`config.mk`:
```
export PLATFORM = sky130hd
export DESIGN_NAME = udfp_port_ctrl
export DESIGN_NICKNAME = d
export VERILOG_FILES = /design/src/hdl/udfp_pkg.sv /design/src/hdl/udfp_units.sv /design/src/hdl/udfp_port_ctrl.sv
export SDC_FILE = /design/constraint.sdc
export NUM_CORES = 1
export LEC_CHECK = 0
export ABC_AREA = 0
export BUFFER_PORTS_ARGS = -buffer_cell sky130_fd_sc_hd__buf_2
export CORE_MARGIN = 2
export CORE_UTILIZATION = 31
export DETAILED_ROUTE_END_ITERATION = 12
export GPL_TIMING_DRIVEN = 0
export PLACE_DENSITY_LB_ADDON = 0.1
export SYNTH_ARGS = -nofsm -noshare
export SYNTH_HDL_FRONTEND = slang
export SYNTH_SLANG_ARGS = --single-unit
```
`constraint.sdc`:
```
create_clock -name ref_clk_in -period 4.9 [get_ports ref_clk_in]
set_input_delay 0.245 -clock ref_clk_in [delete_from_list [all_inputs] [get_ports ref_clk_in]]
set_output_delay 0.245 -clock ref_clk_in [all_outputs]
set_load 0.1 [all_outputs]
```
`src/hdl/udfp_pkg.sv`:
```
// Shared constants, types and helpers of the DMA FIFO port control block
package udfp_pkg;

   // ----------------------------------------------------------------
   // Register offsets (byte addresses on the plain register port)
   // ----------------------------------------------------------------
   localparam logic [7:0]  ADDR_SELECT      = 8'h30;   // dma_port_pipe_select_control
   localparam logic [7:0]  ADDR_STATUS      = 8'h34;   // dma_port_buffer_status
   localparam logic [7:0]  ADDR_TXN         = 8'h36;   // transaction counter / limit

   // ----------------------------------------------------------------
   // Field positions and reset values
   // ----------------------------------------------------------------
   localparam int          SEL_READ_COUNT_MODE_BIT     = 15;
   localparam int          SEL_REW_BIT      = 14;
   localparam int          SEL_AUTO_CLEAR_MODE_BIT     = 13;
   localparam int          SEL_MBW_BIT      = 10;
   localparam int          SEL_TXEN_BIT     = 9;
   localparam int          SEL_TXCLR_BIT    = 8;
   localparam int          SEL_PIPE_LSB     = 0;
   localparam int          PIPE_W           = 3;
   localparam int          ST_BUFFER_VALID_BIT      = 15;
   localparam int          ST_FLUSH_BIT     = 14;
   localparam int          ST_RDY_BIT       = 13;
   localparam int          LEN_W            = 10;
   localparam int          TXN_W            = 16;
   localparam logic [15:0] REG_RESET        = 16'h0000;
   localparam logic [2:0]  PIPE_NONE        = 3'h0;
   localparam logic [2:0]  PIPE_INVALID     = 3'h7;
   localparam logic [9:0]  LEN_ZERO         = 10'h000;
   localparam logic [9:0]  STEP_BYTE        = 10'h001;
   localparam logic [9:0]  STEP_HALF        = 10'h002;

   // Buffer state of the selected pipe, Gray along idle-valid-held
   typedef enum logic [1:0] {
      UDFP_BUF_IDLE  = 2'b00,
      UDFP_BUF_VALID = 2'b01,
      UDFP_BUF_HELD  = 2'b11
   } udfp_buf_e;

   // Bytes moved by one data register access at the chosen width
   function automatic logic [9:0] udfp_step(input logic half_wide);
      udfp_step = half_wide ? STEP_HALF : STEP_BYTE;
   endfunction : udfp_step

   // Carry-keeping sum of two lengths
   function automatic logic [10:0] udfp_add(input logic [9:0] a, input logic [9:0] b);
      udfp_add = {1'b0, a} + {1'b0, b};
   endfunction : udfp_add

endpackage : udfp_pkg

```
`src/hdl/udfp_units.sv`:
```
// Receive length tracker and transaction counter of the DMA FIFO port
`timescale 1ns/1ps

// ----------------------------------------------------------------
// Receive byte count
// ----------------------------------------------------------------
module udfp_len_tracker import udfp_pkg::*; (
   input  wire logic             ref_clk_in,
   input  wire logic             rst_n_in,
   input  wire logic             clear_in,
   input  wire logic             load_in,
   input  wire logic [LEN_W-1:0] load_val_in,
   input  wire logic             dec_in,
   input  wire logic [LEN_W-1:0] step_in,
   output logic      [LEN_W-1:0] len_out
);
   // Clear beats load beats decrement; saturates so an odd tail cannot wrap
   always_ff @(posedge ref_clk_in or negedge rst_n_in) begin
      if (!rst_n_in) begin
         len_out <= LEN_ZERO;
      end else if (clear_in) begin
         len_out <= LEN_ZERO;
      end else if (load_in) begin
         len_out <= load_val_in;
      end else if (dec_in) begin
         len_out <= (len_out > step_in) ? len_out - step_in : LEN_ZERO;
      end
   end
endmodule : udfp_len_tracker

// ----------------------------------------------------------------
// Transaction counter
// ----------------------------------------------------------------
module udfp_txn_counter import udfp_pkg::*; (
   input  wire logic             ref_clk_in,
   input  wire logic             rst_n_in,
   input  wire logic             limit_wr_in,
   input  wire logic [TXN_W-1:0] limit_in,
   input  wire logic             enable_in,
   input  wire logic             clear_in,
   input  wire logic             packet_in,
   input  wire logic             short_in,
   output logic      [TXN_W-1:0] count_out,
   output logic                  reached_out
);
   logic [TXN_W-1:0] limit;
   logic [TXN_W-1:0] current;

   // Packet that brings the count up to the limit
   assign reached_out = enable_in && packet_in && ((current + 16'h0001) >= limit);
   // Enabled reads show progress, disabled reads show the limit
   assign count_out   = enable_in ? current : limit;

   // Upper limit as written by software
   always_ff @(posedge ref_clk_in or negedge rst_n_in) begin
      if (!rst_n_in) begin
         limit <= REG_RESET;
      end else if (limit_wr_in) begin
         limit <= limit_in;
      end
   end

   // Current count: cleared by command, short packet or reaching the limit
   always_ff @(posedge ref_clk_in or negedge rst_n_in) begin
      if (!rst_n_in) begin
         current <= REG_RESET;
      end else if (clear_in) begin
         current <= REG_RESET;
      end else if (enable_in && packet_in) begin
         current <= (short_in || reached_out) ? REG_RESET : current + 16'h0001;
      end
   end
endmodule : udfp_txn_counter

```
`src/hdl/udfp_port_ctrl.sv`:
```
// DMA FIFO port control: pipe select, width, rewind, clear, buffer status
//
// How it works
// Count mode 0 holds length, clears when read.
// Count mode 1 decrements length per data read.
// Rewind resets pointer; OUT rereads, IN restarts.
// Rewind needs ready; follows new pipe selection.
// Auto-clear governs zero-length and release cases.
// Auto-clear 0 keeps valid; software clears buffer.
// Auto-clear 1 clears buffer after last read.
// Width bit picks byte or halfword access.
// Width is fixed at or before pipe selection; here every select write reloads it, so it can change on a live pipe.
// Transaction counting works only for OUT pipes.
// Software sets every pipe to NAK first.
// Counter clear command resets current count.
// No reselect during access; reselect after reconfiguring.
// Never share one pipe with CPU port.
// Status: valid, clear, ready, reserved, length.
// Ready reads 1 only when port accessible.
// Buffer clear: OUT when valid, IN when not.
// OUT valid rises on full, short, count, packet.
// OUT valid clears on empty unless held.
// IN valid write sends short or zero-length.
// IN valid rises on full, max size, end pin.
// Never set IN valid while already valid.
// Select zero disables, one-six pipes, seven invalid.
// Decrement by one byte-wide, two halfword.
// Command bits pulse once and read zero.
//
// Our own choice: the address-and-strobe port.
`timescale 1ns/1ps

module udfp_port_ctrl import udfp_pkg::*; (
   input  wire logic              ref_clk_in,
   input  wire logic              rst_n_in,
   input  wire logic [7:0]        reg_addr_in,
   input  wire logic [15:0]       reg_wdata_in,
   input  wire logic              reg_wr_in,
   input  wire logic              reg_rd_in,
   output logic      [15:0]       reg_rdata_out,
   input  wire logic              port_rd_in,
   input  wire logic              port_wr_in,
   input  wire logic              dma_end_pin_in,
   output logic                   dma_request_pin_out,
   output logic                   port_width_16_out,
   output logic      [PIPE_W-1:0] sel_pipe_out,
   output logic      [LEN_W-1:0]  buf_ptr_out,
   input  wire logic              cfg_dir_in_in,
   input  wire logic              cfg_continuous_in,
   input  wire logic              cfg_release_in,
   input  wire logic [LEN_W-1:0]  cfg_max_pkt_in,
   input  wire logic [LEN_W-1:0]  cfg_buf_size_in,
   input  wire logic              rx_packet_in,
   input  wire logic [LEN_W-1:0]  rx_len_in,
   output logic                   tx_request_out,
   output logic                   tx_zero_len_out,
   input  wire logic              tx_done_in
);

   // ----------------------------------------------------------------
   // Control register and decode
   // ----------------------------------------------------------------
   logic              read_count_mode;
   logic              auto_clear_mode;
   logic              port_width_select;
   logic              txn_enable;
   logic [PIPE_W-1:0] pipe_sel;
   udfp_buf_e         buf_state;
   udfp_buf_e         next_state;
   logic [LEN_W-1:0]  fill;
   logic [LEN_W-1:0]  next_fill;
   logic [LEN_W-1:0]  rd_ptr;
   logic [LEN_W-1:0]  next_rd_ptr;
   logic              next_zero_len;
   logic [LEN_W-1:0]  receive_byte_count;
   logic [TXN_W-1:0]  txn_count;
   logic              txn_reached;

   logic wr_sel;
   logic wr_st;
   logic wr_txn;
   logic pipe_change;
   logic sel_valid;
   logic is_out;
   logic is_in;
   logic buffer_valid;
   logic port_ready;
   logic [LEN_W-1:0] step;

   assign wr_sel       = reg_wr_in && (reg_addr_in == ADDR_SELECT);
   assign wr_st        = reg_wr_in && (reg_addr_in == ADDR_STATUS);
   assign wr_txn       = reg_wr_in && (reg_addr_in == ADDR_TXN);
   assign pipe_change  = wr_sel && (reg_wdata_in[SEL_PIPE_LSB +: PIPE_W] != pipe_sel);
   // zero disables the port, seven is never served
   assign sel_valid    = (pipe_sel != PIPE_NONE) && (pipe_sel != PIPE_INVALID);
   assign is_out       = sel_valid && !cfg_dir_in_in;
   assign is_in        = sel_valid && cfg_dir_in_in;
   assign buffer_valid = (buf_state != UDFP_BUF_IDLE);
   // ready only while the data register may be accessed
   assign port_ready   = is_out ? buffer_valid : (is_in && !buffer_valid);
   // access width chosen by the width bit
   assign step         = udfp_step(port_width_select);

   // Control fields; every select write reloads them all, so width can change on a live pipe
   always_ff @(posedge ref_clk_in or negedge rst_n_in) begin
      if (!rst_n_in) begin
         read_count_mode   <= 1'b0;
         auto_clear_mode   <= 1'b0;
         port_width_select <= 1'b0;
         txn_enable        <= 1'b0;
         pipe_sel          <= PIPE_NONE;
      end else if (wr_sel) begin
         read_count_mode   <= reg_wdata_in[SEL_READ_COUNT_MODE_BIT];
         auto_clear_mode   <= reg_wdata_in[SEL_AUTO_CLEAR_MODE_BIT];
         port_width_select <= reg_wdata_in[SEL_MBW_BIT];
         txn_enable        <= reg_wdata_in[SEL_TXEN_BIT];
         pipe_sel          <= reg_wdata_in[SEL_PIPE_LSB +: PIPE_W];
      end
   end

   // ----------------------------------------------------------------
   // Events of the selected buffer
   // ----------------------------------------------------------------
   logic rew_go;
   logic flush_cmd;
   logic buffer_valid_cmd;
   logic out_rx;
   logic rx_short;
   logic zlp_empty;
   logic hold_case;
   logic out_rise;
   logic out_read;
   logic emptied;
   logic in_write;
   logic in_full;
   logic [10:0] rx_sum;
   logic [10:0] rd_sum;
   logic [10:0] wr_sum;

   // rewind while ready, or on the pipe being newly selected
   assign rew_go    = wr_sel && reg_wdata_in[SEL_REW_BIT] && (pipe_change || port_ready);
   assign flush_cmd = wr_st && reg_wdata_in[ST_FLUSH_BIT];
   assign buffer_valid_cmd  = wr_st && reg_wdata_in[ST_BUFFER_VALID_BIT];
   assign out_rx    = is_out && rx_packet_in && !buffer_valid;
   assign rx_short  = rx_len_in < cfg_max_pkt_in;
   assign rx_sum    = udfp_add(fill, rx_len_in);
   assign rd_sum    = udfp_add(rd_ptr, step);
   assign wr_sum    = udfp_add(fill, step);
   // cases in which auto-clear decides who frees the buffer
   assign zlp_empty = (rx_len_in == LEN_ZERO) && (fill == LEN_ZERO);
   assign hold_case = zlp_empty || (cfg_release_in && (rx_short || txn_reached));
   // full or short in continuous mode, count reached, any packet otherwise
   assign out_rise  = !cfg_continuous_in || rx_short || txn_reached
                      || (rx_sum >= {1'b0, cfg_buf_size_in});
   assign out_read  = is_out && port_rd_in && port_ready && (rd_ptr < fill);
   assign emptied   = out_read && (rd_sum >= {1'b0, fill});
   assign in_write  = is_in && port_wr_in && port_ready;
   // full in continuous mode, max packet size otherwise
   assign in_full   = cfg_continuous_in ? (wr_sum >= {1'b0, cfg_buf_size_in})
                                        : (wr_sum >= {1'b0, cfg_max_pkt_in});

   // Next buffer state; reselection forgets the previous pipe's progress
   always_comb begin
      next_state    = buf_state;
      next_fill     = fill;
      next_rd_ptr   = rd_ptr;
      next_zero_len = tx_zero_len_out;
      if (pipe_change || !sel_valid) begin
         next_state    = UDFP_BUF_IDLE;
         next_fill     = LEN_ZERO;
         next_rd_ptr   = LEN_ZERO;
         next_zero_len = 1'b0;
      end else if (is_out) begin
         // OUT clear acts only on a valid buffer
         if (flush_cmd && buffer_valid) begin
            next_state  = UDFP_BUF_IDLE;
            next_fill   = LEN_ZERO;
            next_rd_ptr = LEN_ZERO;
         // reread from the start
         end else if (rew_go) begin
            next_rd_ptr = LEN_ZERO;
         end else if (out_rx) begin
            next_fill = rx_sum[LEN_W-1:0];
            if (out_rise) begin
               // held until software clears it
               if (hold_case && !auto_clear_mode) begin
                  next_state = UDFP_BUF_HELD;
               // nothing to read, so clear at once
               end else if (zlp_empty) begin
                  next_fill = LEN_ZERO;
               end else begin
                  next_state = UDFP_BUF_VALID;
               end
            end
         end else if (out_read) begin
            next_rd_ptr = rd_sum[LEN_W-1:0];
            // drained buffer frees itself unless held
            if (emptied && buf_state == UDFP_BUF_VALID) begin
               next_state  = UDFP_BUF_IDLE;
               next_fill   = LEN_ZERO;
               next_rd_ptr = LEN_ZERO;
            end
         end
      end else begin
         // valid with clear sends a zero-length packet
         if (buffer_valid_cmd && flush_cmd && !buffer_valid) begin
            next_state    = UDFP_BUF_VALID;
            next_fill     = LEN_ZERO;
            next_zero_len = 1'b1;
         // IN clear acts only while not yet valid
         end else if (flush_cmd && !buffer_valid) begin
            next_fill = LEN_ZERO;
         // discard everything written so far
         end else if (rew_go) begin
            next_fill = LEN_ZERO;
         // hand the short packet over
         end else if (buffer_valid_cmd && !buffer_valid) begin
            next_state = UDFP_BUF_VALID;
         end else if (in_write) begin
            next_fill = wr_sum[LEN_W-1:0];
            // buffer complete
            if (in_full || dma_end_pin_in) begin
               next_state = UDFP_BUF_VALID;
            end
         // end pin closes a partly filled buffer
         end else if (dma_end_pin_in && !buffer_valid) begin
            next_state = UDFP_BUF_VALID;
         end else if (tx_done_in && buffer_valid) begin
            next_state    = UDFP_BUF_IDLE;
            next_fill     = LEN_ZERO;
            next_zero_len = 1'b0;
         end
      end
   end

   // Buffer state and pointers
   always_ff @(posedge ref_clk_in or negedge rst_n_in) begin
      if (!rst_n_in) begin
         buf_state       <= UDFP_BUF_IDLE;
         fill            <= LEN_ZERO;
         rd_ptr          <= LEN_ZERO;
         tx_zero_len_out <= 1'b0;
      end else begin
         buf_state       <= next_state;
         fill            <= next_fill;
         rd_ptr          <= next_rd_ptr;
         tx_zero_len_out <= next_zero_len;
      end
   end

   // ----------------------------------------------------------------
   // Length tracker and transaction counter
   // ----------------------------------------------------------------
   logic len_clear;
   logic len_load;

   // clear after the last read in hold mode 0, but a held buffer keeps it
   assign len_clear = pipe_change || !is_out || (next_state == UDFP_BUF_IDLE && buffer_valid);
   assign len_load  = (out_rx && next_state != UDFP_BUF_IDLE) || (rew_go && is_out);

   // decrement per read in count mode 1
   // by the access width
   udfp_len_tracker u_len (
      .ref_clk_in  (ref_clk_in),
      .rst_n_in    (rst_n_in),
      .clear_in    (len_clear),
      .load_in     (len_load),
      .load_val_in (next_fill),
      .dec_in      (out_read && read_count_mode),
      .step_in     (step),
      .len_out     (receive_byte_count)
   );

   // counts only with enable set and an OUT pipe selected
   // clear command resets the running count
   udfp_txn_counter u_txn (
      .ref_clk_in  (ref_clk_in),
      .rst_n_in    (rst_n_in),
      .limit_wr_in (wr_txn),
      .limit_in    (reg_wdata_in),
      .enable_in   (txn_enable && is_out),
      .clear_in    (wr_sel && reg_wdata_in[SEL_TXCLR_BIT]),
      .packet_in   (out_rx),
      .short_in    (rx_short),
      .count_out   (txn_count),
      .reached_out (txn_reached)
   );

   // ----------------------------------------------------------------
   // Outputs and register readback
   // ----------------------------------------------------------------
   assign dma_request_pin_out = port_ready;
   assign port_width_16_out   = port_width_select;
   assign sel_pipe_out        = pipe_sel;
   assign buf_ptr_out         = is_out ? rd_ptr : fill;
   assign tx_request_out      = is_in && buffer_valid;

   // Read data stand only in the cycle after the strobe
   always_ff @(posedge ref_clk_in or negedge rst_n_in) begin
      if (!rst_n_in) begin
         reg_rdata_out <= REG_RESET;
      end else if (reg_rd_in) begin
         case (reg_addr_in)
            // command bits always read back as zero
            ADDR_SELECT: reg_rdata_out <= {read_count_mode, 1'b0, auto_clear_mode, 2'b00,
                                           port_width_select, txn_enable, 1'b0, 5'h00, pipe_sel};
            // valid, clear, ready, three reserved, length
            ADDR_STATUS: reg_rdata_out <= {buffer_valid, 1'b0, port_ready, 3'h0, receive_byte_count};
            ADDR_TXN:    reg_rdata_out <= txn_count;
            default:     reg_rdata_out <= REG_RESET;
         endcase
      end else begin
         reg_rdata_out <= REG_RESET;
      end
   end

   // ----------------------------------------------------------------
   // Assertions
   // ----------------------------------------------------------------
   logic quiet;
   assign quiet = !reg_wr_in && !rx_packet_in;
endmodule : udfp_port_ctrl

```
==> summary.md <==
| Metric | Value |
|---|---|
| Die area | `approximately 26000 um2` |
| Hold crit path type | `in -> reg` |
| Max Slew Vio Count | `0` |
| Critical Path End Type | `flip-flop` |
| Placer Congestion | `0.821` |
| Via density | `5.19` |
| Min-delay src | `reg_wdata_in[12]` |
| Synth Net Count | `1030` |
| Most common cell after layout, fill and taps aside | `buf_2` |
| Worst-path fanout max | `8` |
| Grt ovf | `0` |
| Final std cells w/o fill | `1308` |
| Syn Std Cell Area | `7700 um2` |
| Final Cycle Share | `92.8%` |
| Most frequent cells in the layout | `buf_2 (101), ha_1 (91), dfrtp_1 (88), nand2_1 (83), nor2_1 (65)` |
| Final #Nets | `about 1100` |
| #FFs+latches synth | `88` |
| Synthesized area per cell | `8.86 um2` |
| DP Area | `8620 um2` |
| TritonCTS buffer count | `9` |
| Vias in the first global route | `6971` |
| Met2 Use GR | `33.9%` |
| Skew-Pair Late Insertion Delay | `between 0.3 and 0.4 ns` |
| Number of synthesized flops with an enable pin | `0` |
| Design area | `8950 um2` |
| Max_cap viols | `0` |
| Share of synthesized registers carrying an async set or reset | `between 90% and 100%` |
| Routed WL per cell | `between 15 and 20 um` |
| Final setup fails | `0` |
| Peak supply drop | `131 uV` |
| Met1 usage | `25.3%` |
| Clock sink total | `between 80 and 90` |
| Largest net degree at the start of global routing | `58` |
| Antenna violations before repair | `0` |
| Final Hold Fails | `0` |
| CP Data Arrival Time | `4.83 ns` |
| Total power | `between 1500 and 2000 uW` |
| PortBufs | `97` |
| Crit Reg-Reg Startpoint | `port_width_16_out` |
| Yosys top cell area share | `28.6%` |
| Ranking of synthesized cells by area | `dfrtp_1 (29%), ha_1 (15%), mux2_2 (4.8%)` |
| CP Data Required Time | `approximately 5.2 ns` |
| Drt pass-1 iters | `5` |
| Half-perimeter wire length after placement | `19.9 mm` |
| PwrDens | `215 nW/um2` |
| Pin slew with the least headroom to its limit | `0.981 ns` |
| Ant diodes | `0` |
| Setup tns final | `0 ns` |
| Gr busiest metal | `met2` |
| FP Rows | `57` |
| # IOs | `99` |
| Mapped Cells | `869` |
| Cells after DPL | `1291` |
| Via Count | `6795` |
| Yosys warnings | `0` |
| Area Growth Syn to Fin | `16.2%` |
| Core region area | `24300 um2` |
| Leak pwr | `roughly 0.0044 uW` |
| Initial Utilization | `31.7%` |
| Yosys cell types | `85` |
| Met3 Use GR | `under 10%` |
| Final ANT Viol Nets | `0` |
| Total track usage | `19.3%` |
| CTS max path bufs | `2` |
| Startpoint Class | `flip-flop` |
| CTS HTree Levels | `3` |
| Crit Path Category | `reg -> reg` |
| Root Buffer | `clkbuf_16` |
| Layout cells sized above 1 | `19.2%` |
| Synth Flop Type | `dfrtp_1` |
| CP startpoint | `port_width_16_out` |
| Period minus WS final | `4.55 ns` |
| Unrepaired setup endpoints after global routing | `no` |
| Die height | `162 um` |
| CTS tree | `yes` |
| DRC | `0` |
| DIE WIDTH | `162 um` |
| Routed wire length | `between 20 and 25 mm` |
| First-pass GRT wire length | `39.4 mm` |
| Leading area contributor after synthesis | `dfrtp_1` |
| Relative slew slack | `34.0%` |
| Status | `completed` |
| Fmax | `220 MHz` |
| Clock Skews | `between 0.01 and 0.015 ns` |
| Initial DRC Count | `368` |
| Post-synthesis sequential area ratio | `28.6%` |
| Reg clk slew, reported paths | `approximately 0.080 ns` |
## path summary, 6_finish.rpt
path,endpoint,slack [ns],cells past startpoint
worst max-delay path,u_len.len_out[6],0.35,16
worst min-delay path,u_txn.limit[12],0.11,2
worst max register to register,u_len.len_out[6],0.35,16
worst min register to register,u_txn.limit[2],0.54,1
max in group asynchronous,rd_ptr[7],3.81,3
min in group asynchronous,u_txn.limit[7],0.40,2
## power by group
part           total [uW]  leakage [uW]  switching, uW  internal, uW
Combinational         400       0.00305            258           142
Sequential            764       0.00122           24.1           740
Clock                 757      0.000148            339           418
Total                1920       0.00441            621          1300
## repair_timing
action | CTS | global route
setup buffers | 0 | 0
endpoints found under the setup margin | 0 | 1
endpoints found under the hold margin | 31 | 0
hold buffers | 1 | 0
gates resized for setup | 0 | 1
## layer usage
| layer | share of wire, % | vias to the layer above |
|---|---|---|
| met5 | 0 | - |
| met4 | 1.3 | 0 |
| met3 | 2.6 | 19 |
| met2 | 49 | 109 |
| met1 | 47 | 3271 |
| li1 | - | 3396 |
## flip-flops by register name, summed over array words and instances (netlist names), 2 cells and up
signal and cells:
u_txn.current 16, sel_pipe_out 3, u_len.len_out 10, reg_rdata_out 16, fill 10, u_txn.limit 16
buf_state 2, rd_ptr 10
## synth_stat cells, types with 3 or more instances
library cell   n
a211o_1        5
a211oi_1      10
a21o_1        19
a21oi_1       57
a221o_1       10
a22o_1         4
a22oi_1        5
a31o_2         3
a31oi_1        8
and2_1         6
and3_1        13
buf_2          5
buf_4          3
clkbuf_1      16
dfrtp_1       88
fa_1           4
ha_1          91
inv_1         63
mux2_2        33
mux2i_1       10
nand2_1       83
nand2b_1      10
nand3_1       27
nand4_1        7
nor2_1        65
nor2b_1       10
nor3_1        10
nor3b_2        7
nor4_1        10
o211a_1        7
o21a_1         4
o21ai_0       44
o22a_1         5
o22ai_1        9
o31ai_1        8
or3_1          8
xnor2_1       29
xor2_1        13
## through the flow
| stage | utilization, % | setup WS (ns) | hold slack, ns |
|---|---|---|---|
| 3_5_place_dp | 35.4 | 0.0702 | 0.237 |
| 5_1_grt | 36.8 | 0.0653 | 0.109 |
| 6_report | 36.8 | 0.352 | 0.114 |
| 4_1_cts | 36.8 | 0.0476 | 0.100 |
| 2_1_floorplan | - | 0.706 | -0.0506 |
| 3_3_place_gp | 35.3 | 0.0637 | 0.479 |
## cell families (layout without fill, tap and decap cells)
kind of cell    count (synthesis)  in the layout  share of synthesized area, %
mux                            44             44                          6.32
fa+ha+maj                      95             95                          15.8
compound gates                227            227                          20.0
simple gates                  282            282                          19.7
buf+inv                        91            206                          4.76
xor+xnor                       42             42                          4.78
flops                          88             88                          28.6
## final cells by class
cell class / instances / area (um2)
buffer: 27 / 126
timing repair buffer: 99 / 526
tap: 324 / 405
multi-input combinational: 690 / 5140
sequential: 88 / 2200
clock buffer: 10 / 239
fill: 2566 / 15400
inverter: 64 / 240
clock inverter: 6 / 73.8
## worst max-delay path, cell delays in order (launching register included)
cell and delay (ns):
dfrtp_1 0.51, inv_1 0.47, ha_1 0.26, inv_1 0.06, fa_1 0.43, and4b_1 0.37, nand2_1 0.12, xnor2_1 0.16
ha_1 0.30, a21oi_1 0.16, o221ai_1 0.12, a21o_1 0.18, a21oi_1 0.28, o22ai_1 0.19, a21oi_2 0.41, a221o_1 0.29
o211a_1 0.19
Note: power is estimated with default switching activity, not from simulation.
